--- src/rtl/fcp_regs.svh ---
`ifndef FCP_REGS_SVH
`define FCP_REGS_SVH
// ----------------------------------------------------------------
// register byte offsets
// ----------------------------------------------------------------
`define FCP_CTRL_OFS   8'h00
`define FCP_SECT_OFS   8'h04
`define FCP_GAP_OFS    8'h08
`define FCP_TIME_OFS   8'h0C
`define FCP_CONF_OFS   8'h10
`define FCP_RST_OFS    8'h14
`define FCP_STAT_OFS   8'h18
// ----------------------------------------------------------------
// field positions
// ----------------------------------------------------------------
`define FCP_CTRL_START 0
`define FCP_CTRL_WR    1
`define FCP_CTRL_HEAD  2
`define FCP_CTRL_DENS  3
`define FCP_CTRL_MTRK  4
`define FCP_CTRL_PERP  5
`define FCP_CONF_EFN   0
`define FCP_CONF_LOCK  16
`define FCP_RST_DSR    0
`define FCP_RST_DOUT   1
// ----------------------------------------------------------------
// reset values and constants
// ----------------------------------------------------------------
`define FCP_EFN_RST    1'b1
`define FCP_THR_RST    4'h0
`define FCP_PRE_RST    8'h00
`define FCP_FIRST_SEC  8'h01
`define FCP_BASE_LEN   15'h0080
`define FCP_SPL_RST    8'hFF
// one interval count in ns, clock period in ns
`define FCP_UNIT_NS    1000
`define FCP_CLK_NS     100
`define FCP_UNIT_CYC   (`FCP_UNIT_NS / `FCP_CLK_NS)
`endif

--- src/rtl/fcp_pkg.sv ---
package fcp_pkg;
  // ----------------------------------------------------------------
  // sequencer states
  // ----------------------------------------------------------------
  typedef enum logic [1:0] {
    FCP_IDLE   = 2'b00,
    FCP_LOAD   = 2'b01,
    FCP_XFER   = 2'b10,
    FCP_UNLOAD = 2'b11
  } fcp_state_t;

  // apb request bundle
  typedef struct packed {
    logic        psel;
    logic        penable;
    logic        pwrite;
    logic [7:0]  paddr;
    logic [31:0] pwdata;
  } fcp_apb_t;

  // drive-facing outputs
  typedef struct packed {
    logic       headLoad;
    logic       headSelect;
    logic       densitySel;
    logic [7:0] sectorNum;
    logic [7:0] gap3Len;
    logic [7:0] gap2Len;
    logic       physByte;
    logic       hostByte;
    logic       zeroByte;
  } fcp_drive_t;

  // whole block state
  typedef struct packed {
    fcp_state_t  st;
    logic [11:0] cnt;
    logic [14:0] byteIdx;
    logic [7:0]  sector;
    logic        head;
    logic        headLoaded;
    logic        isWrite;
    logic        multiTrk;
    logic        density;
    logic        perp;
    logic        headSel;
    logic [7:0]  firstSec;
    logic [7:0]  lastSector;
    logic [2:0]  sizeCode;
    logic [7:0]  gap3;
    logic [7:0]  gap2;
    logic [7:0]  specLen;
    logic [7:0]  loadIntv;
    logic [7:0]  unloadIntv;
    logic        fifoEnN;
    logic [3:0]  fifo_threshold;
    logic [7:0]  precomp_start_track;
    logic        lock;
    logic [31:0] rdata;
    logic        physByte;
    logic        hostByte;
    logic        zeroByte;
  } fcp_regs_t;
endpackage

--- src/rtl/fcp_core.sv ---
// Behaviour
// - last_sector_number ends sequencing on track
// - perpendicular mode sets gap 2 length
// - intersector_gap_length sizes gap 3
// - head_address picks side 0 or 1
// - wait head_load_interval before data transfer
// - wait head_unload_interval then unload head
// - lock keeps fifo config over soft reset
// - density_select one double, zero single density
// - multi-track: cylinder is one expanded track
// - after head 0 last sector, continue head 1
// - code zero: 128 bytes, special length transfers
// - size is 128 shifted by code, max 07
// - code zero: skip or zero-fill remainder, full CRC
// - fifo_enable_n active low, default one
`timescale 1ns/1ps
`default_nettype none
`include "fcp_regs.svh"
module fcp_core (
  // clock and reset
  input  wire logic           core_clk,
  input  wire logic           reset_n,
  // apb slave
  input  wire fcp_pkg::fcp_apb_t apbReq,
  output logic [31:0]         prdata,
  output logic                pready,
  output logic                pslverr,
  // drive side
  output fcp_pkg::fcp_drive_t drive,
  // configuration seen by the data path
  output logic                fifoEnableN,
  output logic [3:0]          fifoThreshold,
  output logic [7:0]          precompStartTrack,
  output logic                busy
);
  import fcp_pkg::*;

  // ----------------------------------------------------------------
  // helpers
  // ----------------------------------------------------------------
  // physical sector length for a size code
  function automatic logic [14:0] physLen(input logic [2:0] code);
    physLen = `FCP_BASE_LEN << code;
  endfunction

  // address hit on the register map
  function automatic logic addrHit(input logic [7:0] a);
    addrHit = (a == `FCP_CTRL_OFS) || (a == `FCP_SECT_OFS) ||
              (a == `FCP_GAP_OFS)  || (a == `FCP_TIME_OFS) ||
              (a == `FCP_CONF_OFS) || (a == `FCP_RST_OFS)  ||
              (a == `FCP_STAT_OFS);
  endfunction

  fcp_regs_t   s_reg;       // registered state
  fcp_regs_t   s_next;      // next state
  logic        wrEn;        // apb write in access phase
  logic        rdSetup;     // apb read setup phase
  logic        softReset;   // rate or output reset write
  logic        startReq;    // command start write
  logic [14:0] pLen;        // physical sector bytes
  logic [14:0] xLen;        // bytes passed to the host
  logic        lastByte;    // final byte of this sector
  logic        endTrack;    // expanded track exhausted
  logic [11:0] loadCyc;     // load wait in cycles
  logic [11:0] unloadCyc;   // unload wait in cycles

  // ----------------------------------------------------------------
  // apb decode
  // ----------------------------------------------------------------
  // zero wait states; read data latched in setup phase
  assign pready  = 1'b1;
  assign wrEn    = apbReq.psel & apbReq.penable & apbReq.pwrite &
                   addrHit(apbReq.paddr);
  assign rdSetup = apbReq.psel & ~apbReq.penable & ~apbReq.pwrite;
  assign pslverr = apbReq.psel & apbReq.penable &
                   ~addrHit(apbReq.paddr);
  assign prdata  = s_reg.rdata;
  assign softReset = wrEn && (apbReq.paddr == `FCP_RST_OFS) &&
                     (apbReq.pwdata[`FCP_RST_DSR] ||
                      apbReq.pwdata[`FCP_RST_DOUT]);
  assign startReq  = wrEn && (apbReq.paddr == `FCP_CTRL_OFS) &&
                     apbReq.pwdata[`FCP_CTRL_START];

  // ----------------------------------------------------------------
  // sector geometry
  // ----------------------------------------------------------------
  // length doubles per code step
  assign pLen = physLen(s_reg.sizeCode);
  // code zero hands over only the special length
  always_comb
  begin
    if (s_reg.sizeCode == 3'h0)
    begin
      // a special length above 128 is clipped to the sector
      if ({7'h00, s_reg.specLen} > `FCP_BASE_LEN)
        xLen = `FCP_BASE_LEN;
      else
        xLen = {7'h00, s_reg.specLen};
    end
    else
      xLen = pLen;
  end
  assign lastByte = (s_reg.byteIdx == pLen - 15'h0001);
  // track end, under head 1 if multi-track
  assign endTrack = (s_reg.sector == s_reg.lastSector) &&
                    !(s_reg.multiTrk && !s_reg.head);
  // intervals in whole clock cycles
  assign loadCyc   = 12'(s_reg.loadIntv * `FCP_UNIT_CYC);
  assign unloadCyc = 12'(s_reg.unloadIntv * `FCP_UNIT_CYC);

  // ----------------------------------------------------------------
  // next state
  // ----------------------------------------------------------------
  always_comb
  begin
    s_next          = s_reg;
    s_next.physByte = 1'b0;
    s_next.hostByte = 1'b0;
    s_next.zeroByte = 1'b0;
    // register writes
    if (wrEn)
    begin
      case (apbReq.paddr)
        `FCP_CTRL_OFS:
        begin
          s_next.isWrite = apbReq.pwdata[`FCP_CTRL_WR];
          s_next.headSel = apbReq.pwdata[`FCP_CTRL_HEAD];
          s_next.density = apbReq.pwdata[`FCP_CTRL_DENS];
          s_next.multiTrk = apbReq.pwdata[`FCP_CTRL_MTRK];
          s_next.perp    = apbReq.pwdata[`FCP_CTRL_PERP];
        end
        `FCP_SECT_OFS:
        begin
          s_next.firstSec = apbReq.pwdata[7:0];
          s_next.lastSector = apbReq.pwdata[15:8];
          s_next.sizeCode = apbReq.pwdata[18:16];
        end
        `FCP_GAP_OFS:
        begin
          s_next.gap3 = apbReq.pwdata[7:0];
          s_next.gap2 = apbReq.pwdata[15:8];
          s_next.specLen = apbReq.pwdata[23:16];
        end
        `FCP_TIME_OFS:
        begin
          s_next.loadIntv   = apbReq.pwdata[7:0];
          s_next.unloadIntv = apbReq.pwdata[15:8];
        end
        `FCP_CONF_OFS:
        begin
          s_next.fifoEnN = apbReq.pwdata[`FCP_CONF_EFN];
          s_next.fifo_threshold = apbReq.pwdata[7:4];
          s_next.precomp_start_track  = apbReq.pwdata[15:8];
          s_next.lock    = apbReq.pwdata[`FCP_CONF_LOCK];
        end
        default:
        begin
          s_next.lock = s_reg.lock;
        end
      endcase
    end
    // sequencer
    case (s_reg.st)
      FCP_IDLE:
      begin
        if (startReq)
        begin
          s_next.head       = apbReq.pwdata[`FCP_CTRL_HEAD];
          s_next.sector     = s_reg.firstSec;
          s_next.byteIdx    = 15'h0000;
          s_next.headLoaded = 1'b1;
          s_next.cnt        = loadCyc;
          s_next.st         = FCP_LOAD;
        end
      end
      FCP_LOAD:
      begin
        // no transfer until load time runs out
        if (s_reg.cnt == 12'h000)
          s_next.st = FCP_XFER;
        else
          s_next.cnt = s_reg.cnt - 12'h001;
      end
      FCP_XFER:
      begin
        // one physical byte per cycle, crc covers all of them
        s_next.physByte = 1'b1;
        // remainder read but not passed on
        s_next.hostByte = (s_reg.byteIdx < xLen);
        s_next.zeroByte = s_reg.isWrite && (s_reg.byteIdx >= xLen);
        if (!lastByte)
          s_next.byteIdx = s_reg.byteIdx + 15'h0001;
        else
        begin
          s_next.byteIdx = 15'h0000;
          if (endTrack)
          begin
            s_next.cnt = unloadCyc;
            s_next.st  = FCP_UNLOAD;
          end
          else if (s_reg.sector == s_reg.lastSector)
          begin
            // head 0 done, go on under head 1
            s_next.head   = 1'b1;
            s_next.sector = `FCP_FIRST_SEC;
          end
          else
            s_next.sector = s_reg.sector + 8'h01;
        end
      end
      FCP_UNLOAD:
      begin
        if (startReq)
        begin
          // head still loaded, so a new command needs no load wait
          s_next.head    = apbReq.pwdata[`FCP_CTRL_HEAD];
          s_next.sector  = s_reg.firstSec;
          s_next.byteIdx = 15'h0000;
          s_next.st      = FCP_XFER;
        end
        // unload once the wait is over
        else if (s_reg.cnt == 12'h000)
        begin
          s_next.headLoaded = 1'b0;
          s_next.st         = FCP_IDLE;
        end
        else
          s_next.cnt = s_reg.cnt - 12'h001;
      end
      default:
      begin
        s_next.st = FCP_IDLE;
      end
    endcase
    // soft reset; fifo fields kept while locked
    if (softReset)
    begin
      s_next.st         = FCP_IDLE;
      s_next.headLoaded = 1'b0;
      s_next.physByte   = 1'b0;
      s_next.hostByte   = 1'b0;
      s_next.zeroByte   = 1'b0;
      if (!s_reg.lock)
      begin
        s_next.fifoEnN = `FCP_EFN_RST;
        s_next.fifo_threshold = `FCP_THR_RST;
        s_next.precomp_start_track  = `FCP_PRE_RST;
      end
    end
    // read data captured in setup, shown in access phase
    if (rdSetup)
    begin
      case (apbReq.paddr)
        `FCP_CTRL_OFS:
          s_next.rdata = {26'h0, s_reg.perp, s_reg.multiTrk, s_reg.density,
                          s_reg.headSel, s_reg.isWrite, 1'b0};
        `FCP_SECT_OFS:
          s_next.rdata = {13'h0, s_reg.sizeCode, s_reg.lastSector,
                          s_reg.firstSec};
        `FCP_GAP_OFS:
          s_next.rdata = {8'h0, s_reg.specLen, s_reg.gap2, s_reg.gap3};
        `FCP_TIME_OFS:
          s_next.rdata = {16'h0, s_reg.unloadIntv, s_reg.loadIntv};
        `FCP_CONF_OFS:
          s_next.rdata = {15'h0, s_reg.lock, s_reg.precomp_start_track,
                          s_reg.fifo_threshold, 3'h0, s_reg.fifoEnN};
        `FCP_STAT_OFS:
          s_next.rdata = {1'b0, s_reg.byteIdx, s_reg.sector,
                          4'h0, s_reg.headLoaded, s_reg.head,
                          s_reg.st};
        default:
          s_next.rdata = 32'h0000_0000;
      endcase
    end
  end

  // ----------------------------------------------------------------
  // state register
  // ----------------------------------------------------------------
  always_ff @(posedge core_clk or negedge reset_n)
  begin
    if (!reset_n)
    begin
      s_reg          <= '0;
      s_reg.firstSec <= `FCP_FIRST_SEC;
      s_reg.specLen  <= `FCP_SPL_RST;
      s_reg.fifoEnN  <= `FCP_EFN_RST;
    end
    else
      s_reg <= s_next;
  end

  // ----------------------------------------------------------------
  // outputs
  // ----------------------------------------------------------------
  assign drive.headLoad   = s_reg.headLoaded;
  // side select follows the running head
  assign drive.headSelect = s_reg.head;
  // one is double density, zero single density
  assign drive.densitySel = s_reg.density;
  assign drive.sectorNum  = s_reg.sector;
  // gap 3 straight from its parameter
  assign drive.gap3Len    = s_reg.gap3;
  // gap 2 altered only in perpendicular mode
  assign drive.gap2Len    = s_reg.perp ? s_reg.gap2 : 8'h00;
  assign drive.physByte   = s_reg.physByte;
  assign drive.hostByte   = s_reg.hostByte;
  assign drive.zeroByte   = s_reg.zeroByte;
  assign fifoEnableN       = s_reg.fifoEnN;
  assign fifoThreshold     = s_reg.fifo_threshold;
  assign precompStartTrack = s_reg.precomp_start_track;
  assign busy              = (s_reg.st == FCP_LOAD) ||
                             (s_reg.st == FCP_XFER);

  // ----------------------------------------------------------------
  // checks
  // ----------------------------------------------------------------
  load_wait_a: assert property (@(posedge core_clk)
    disable iff (!reset_n)
    (s_reg.st == FCP_LOAD && s_reg.cnt != 12'h000 && !softReset)
      |=> s_reg.st == FCP_LOAD && !s_reg.physByte)
    else $error("transfer began before load wait ended");
  unload_wait_a: assert property (@(posedge core_clk)
    disable iff (!reset_n)
    (s_reg.st == FCP_UNLOAD && s_reg.cnt != 12'h000 &&
     !softReset && !startReq) |=> drive.headLoad)
    else $error("head unloaded too early");
  track_end_a: assert property (@(posedge core_clk)
    disable iff (!reset_n)
    (s_reg.st == FCP_XFER && lastByte && endTrack && !softReset)
      |=> s_reg.st == FCP_UNLOAD)
    else $error("sequencing ran past last sector");
  head_advance_a: assert property (@(posedge core_clk)
    disable iff (!reset_n)
    (s_reg.st == FCP_XFER && lastByte && s_reg.multiTrk && !s_reg.head &&
     s_reg.sector == s_reg.lastSector && !softReset)
      |=> s_reg.head && s_reg.sector == `FCP_FIRST_SEC &&
          s_reg.st == FCP_XFER)
    else $error("multi-track did not move to head 1");
  host_len_a: assert property (@(posedge core_clk)
    disable iff (!reset_n)
    (s_reg.st == FCP_XFER && !softReset)
      |=> s_reg.hostByte == ($past(s_reg.byteIdx) < $past(xLen)))
    else $error("host byte count wrong");
  zero_fill_a: assert property (@(posedge core_clk)
    disable iff (!reset_n)
    drive.zeroByte |-> drive.physByte && !drive.hostByte &&
                       $past(s_reg.isWrite))
    else $error("zero fill outside write remainder");
  size_len_a: assert property (@(posedge core_clk)
    disable iff (!reset_n)
    s_reg.st == FCP_XFER
      |-> $onehot(pLen) && (pLen >> s_reg.sizeCode) == `FCP_BASE_LEN)
    else $error("sector length not 128 shifted by code");
  lock_hold_a: assert property (@(posedge core_clk)
    disable iff (!reset_n)
    (softReset && s_reg.lock) |=> $stable(fifoThreshold) &&
      $stable(precompStartTrack) && $stable(fifoEnableN))
    else $error("locked config changed on soft reset");
  fifo_dflt_a: assert property (@(posedge core_clk)
    disable iff (!reset_n)
    (softReset && !s_reg.lock) |=> fifoEnableN == 1'b1 &&
      !busy)
    else $error("fifo not disabled after soft reset");
endmodule
`default_nettype wire

--- config.mk ---
export PLATFORM = sky130hd
export DESIGN_NAME = fcp_core
export DESIGN_NICKNAME = d
export VERILOG_FILES = /design/src/rtl/fcp_pkg.sv /design/src/rtl/fcp_core.sv
export VERILOG_INCLUDE_DIRS = /design/src /design/src/rtl
export SDC_FILE = /design/constraint.sdc
export NUM_CORES = 1
export LEC_CHECK = 0
export BUFFER_PORTS_ARGS = -buffer_cell sky130_fd_sc_hd__clkbuf_2
export CORE_MARGIN = 10
export CORE_UTILIZATION = 30
export CTS_CLUSTER_SIZE = 25
export DETAILED_ROUTE_END_ITERATION = 6
export PLACE_DENSITY_LB_ADDON = 0.3
export REMOVE_ABC_BUFFERS = 1
export SETUP_SLACK_MARGIN = 0.1
export SYNTH_ARGS = -nofsm -noshare
export SYNTH_HDL_FRONTEND = slang
export SYNTH_SLANG_ARGS = --single-unit
--- constraint.sdc ---
create_clock -name core_clk -period 9.1 [get_ports core_clk]
set_input_delay 0.455 -clock core_clk [delete_from_list [all_inputs] [get_ports core_clk]]
set_output_delay 0.455 -clock core_clk [all_outputs]
set_load 0.005 [all_outputs]
==> reports/qor.txt <==
GRT overflow: 0
Largest family of logic cells by synthesized area: simple AND/OR/NAND/NOR gates
Post-Synth Adder-Cell Area: 6.62%
Data arrival time of the critical path: 3.96 ns
Synth Area in Compound Gates: 15.3%
Fin area: 10700 sq um
Iter 0 DRT Violations: 496
Fraction of synthesized cell area in xor and xnor cells: 1.81%
Via count: 7761
Slew Viols, Final: 0
Num CTS Buffers: 17
Pin count of the biggest net entering global routing: 83
Cell variety after synth: 85
Tcrit/Tclk final: 40.0%
Routed wire length per instance: 21.6 um
Peak fanout along the critical path: 17
Power per cell area: 206 nW/um^2
Multiplexer area fraction after synthesis: 11.7%
Most used DFF post-synth: dfrtp_1
Worst endpoint required time: 9.42 ns
CTS Sinks: 151
Detail Route Antenna Nets: 0
Syn Inst Count: 985
Post-CTS Hold Buffers: 0
Post-synth EDFFs: 0
Number of synthesis warnings: 0
Cell count after placement: 1395
Die area: 39800 sq um
Die width: 200 um
Tmin final: 3.64 ns
Total power: 0.00220 W
Simple-gate share of the synthesized area: 17.0%
Levels on crit path: 8
Final WL: 30700 um
Fill cells: 3253
Mapped Area: 9670 sq um
Most frequent cells in the layout: 141 x dfrtp_1, 111 x clkbuf_2, 87 x nor2_1
Asr flop ratio synth: 100%
Avg Cell Area, Syn: 9.82 sq um
CP cell instances: or3_1 -> ha_1 -> xor2_1 -> and4_1 -> o2111ai_4 -> a2bb2oi_2 -> nor2_1 -> mux2_2
CTS clock-pin slew for the worst setup and hold paths: 0.06 ns
First-pass GRT wire length: 47600 um
Ant diodes: 0
Sequential area share after synthesis: 39.2%
Share of layout cells above drive strength 1: 24.4%
Clock Path Buffers: 2
Max incr delay on CP: 0.65 ns
GP Congestion: 0.864
Worst skew pair latency: 0.44 ns
Vias in the first global route: 7897
Global-route usage over all layers: 15.6%
Slew margin rel.: 25.0%
# IOs: 123
Final TNS setup: 0 ns
CP delay by family, top: simple AND/OR/NAND/NOR gates
Initial core utilization: 30.5%
Crit Path Class: flop to flop
Final HPWL DP: 21900 um
Tightest Pin Transition: 1.13 ns
Level count of the clock H-tree: 4
Post-CTS sizing: 0
Number of flip-flops in the largest register: 85
RSZ-0062 raised after global routing: no
Hold Path Class: primary input to asynchronous set/reset pin
Leakage power: 5.07 nW
Vias/cell: 5.45
Clk_skew: 0.0112 ns
Commonest non-fill, non-tap cell in the layout: dfrtp_1
Port Buffers: 112
Clk root buf: clkbuf_16
TritonCTS clock tree: built
R2R cell count: 8
Worst Path Buf+Inv: 0
Final hold vios: 0
Post-CTS setup buffers: 0
Antenna violations before repair: 0
Peak VDD IR: 0.137 mV
Placed Area: 10100 sq um
CP Capture Type: flop
Area Overhead vs Synth: 10.5%
Chip height: 200 um
Final setup viols: 0
Critical path startpoint category: flop
Pre-Repair DR Iteration Count: 7
Core Area: 31700 sq um
Status: complete, no violations
Nets: 1107
#FFs+latches synth: 151
Max Cap Viol: 0
Fmax achieved: 275 MHz
Rows: 65
Residual DRC: 0
Slowest CP cell: a2bb2oi_2
Non-filler cells, final: 1425
## power breakdown
part | switching (W) | total, W | leakage (nW) | internal (W)
Combinational | 0.000435 | 0.000678 | 2.78 | 0.000242
Sequential | 0.0000960 | 0.000829 | 2.01 | 0.000733
Clock | 0.000294 | 0.000697 | 0.275 | 0.000402
Total | 0.000825 | 0.00220 | 5.07 | 0.00138
## kinds of logic (layout without fill, tap and decap cells)
family / Yosys count / after routing
fa+ha+maj: 50 / 50
flops: 151 / 151
mux: 103 / 103
simple gates: 321 / 321
compound gates: 202 / 202
xor+xnor: 20 / 20
other cells: 2 / 2
buf+inv: 136 / 174
## final timing paths
kind	slack (ns)	end	from
max in group asynchronous	7.62	prdata[15]	reset_n
worst min-delay path	0.06	drive[2]	reset_n
min in group core_clk	0.25	s_reg[91]	apbReq[18]
worst min register to register	0.46	fifoEnableN	s_reg[35]
worst max-delay path	5.46	s_reg[123]	s_reg[90]
worst max register to register	5.46	s_reg[123]	s_reg[90]
## layer usage
| layer | global-route usage [%] | vias up | part of all wire (%) |
|---|---|---|---|
| li1 | - | 3614 | - |
| met4 | 4.85 | 0 | 2.3 |
| met1 | 20.6 | 3886 | 46 |
| met3 | 3.43 | 38 | 5.5 |
| met2 | 24.9 | 223 | 47 |
| met5 | 0 | - | 0 |
## synth_stat cells, types with 14 or more instances
master	count	area, sq um
a21oi_1	29	145
a221oi_1	15	131
a222oi_1	14	140
a22o_1	16	140
a31oi_1	15	93.8
and3_1	14	87.6
buf_4	67	503
clkbuf_1	29	109
dfrtp_1	141	3530
ha_1	48	601
inv_1	21	78.8
mux2_1	15	169
mux2_2	66	743
mux2i_1	22	220
nand2_1	78	293
nand3_1	35	175
nor2_1	87	327
nor3_1	15	75.1
o21ai_0	31	155
xnor2_1	15	131
## cell type report
type	instances	area, sq um	share of cell area (%)
Clock buffer	23	488	4.57
Clock inverter	7	70.1	0.656
Inverter	21	78.8	0.738
Multi-Input combinational cell	698	5110	47.8
Sequential cell	151	3790	35.5
Tap cell	402	503	4.71
Timing Repair Buffer	123	649	6.08
## through the flow
stage               setup slack [ns]  hold WS, ns  utilization [%]
floorplan                       6.07        0.159                -
global placement                5.55        0.451             31.9
detailed placement              5.53        0.452             31.9
CTS                             5.50        0.104             33.7
global route                    5.25        0.128             33.7
finish                          5.46       0.0633             33.7
Power figures use the tool's default switching activity.
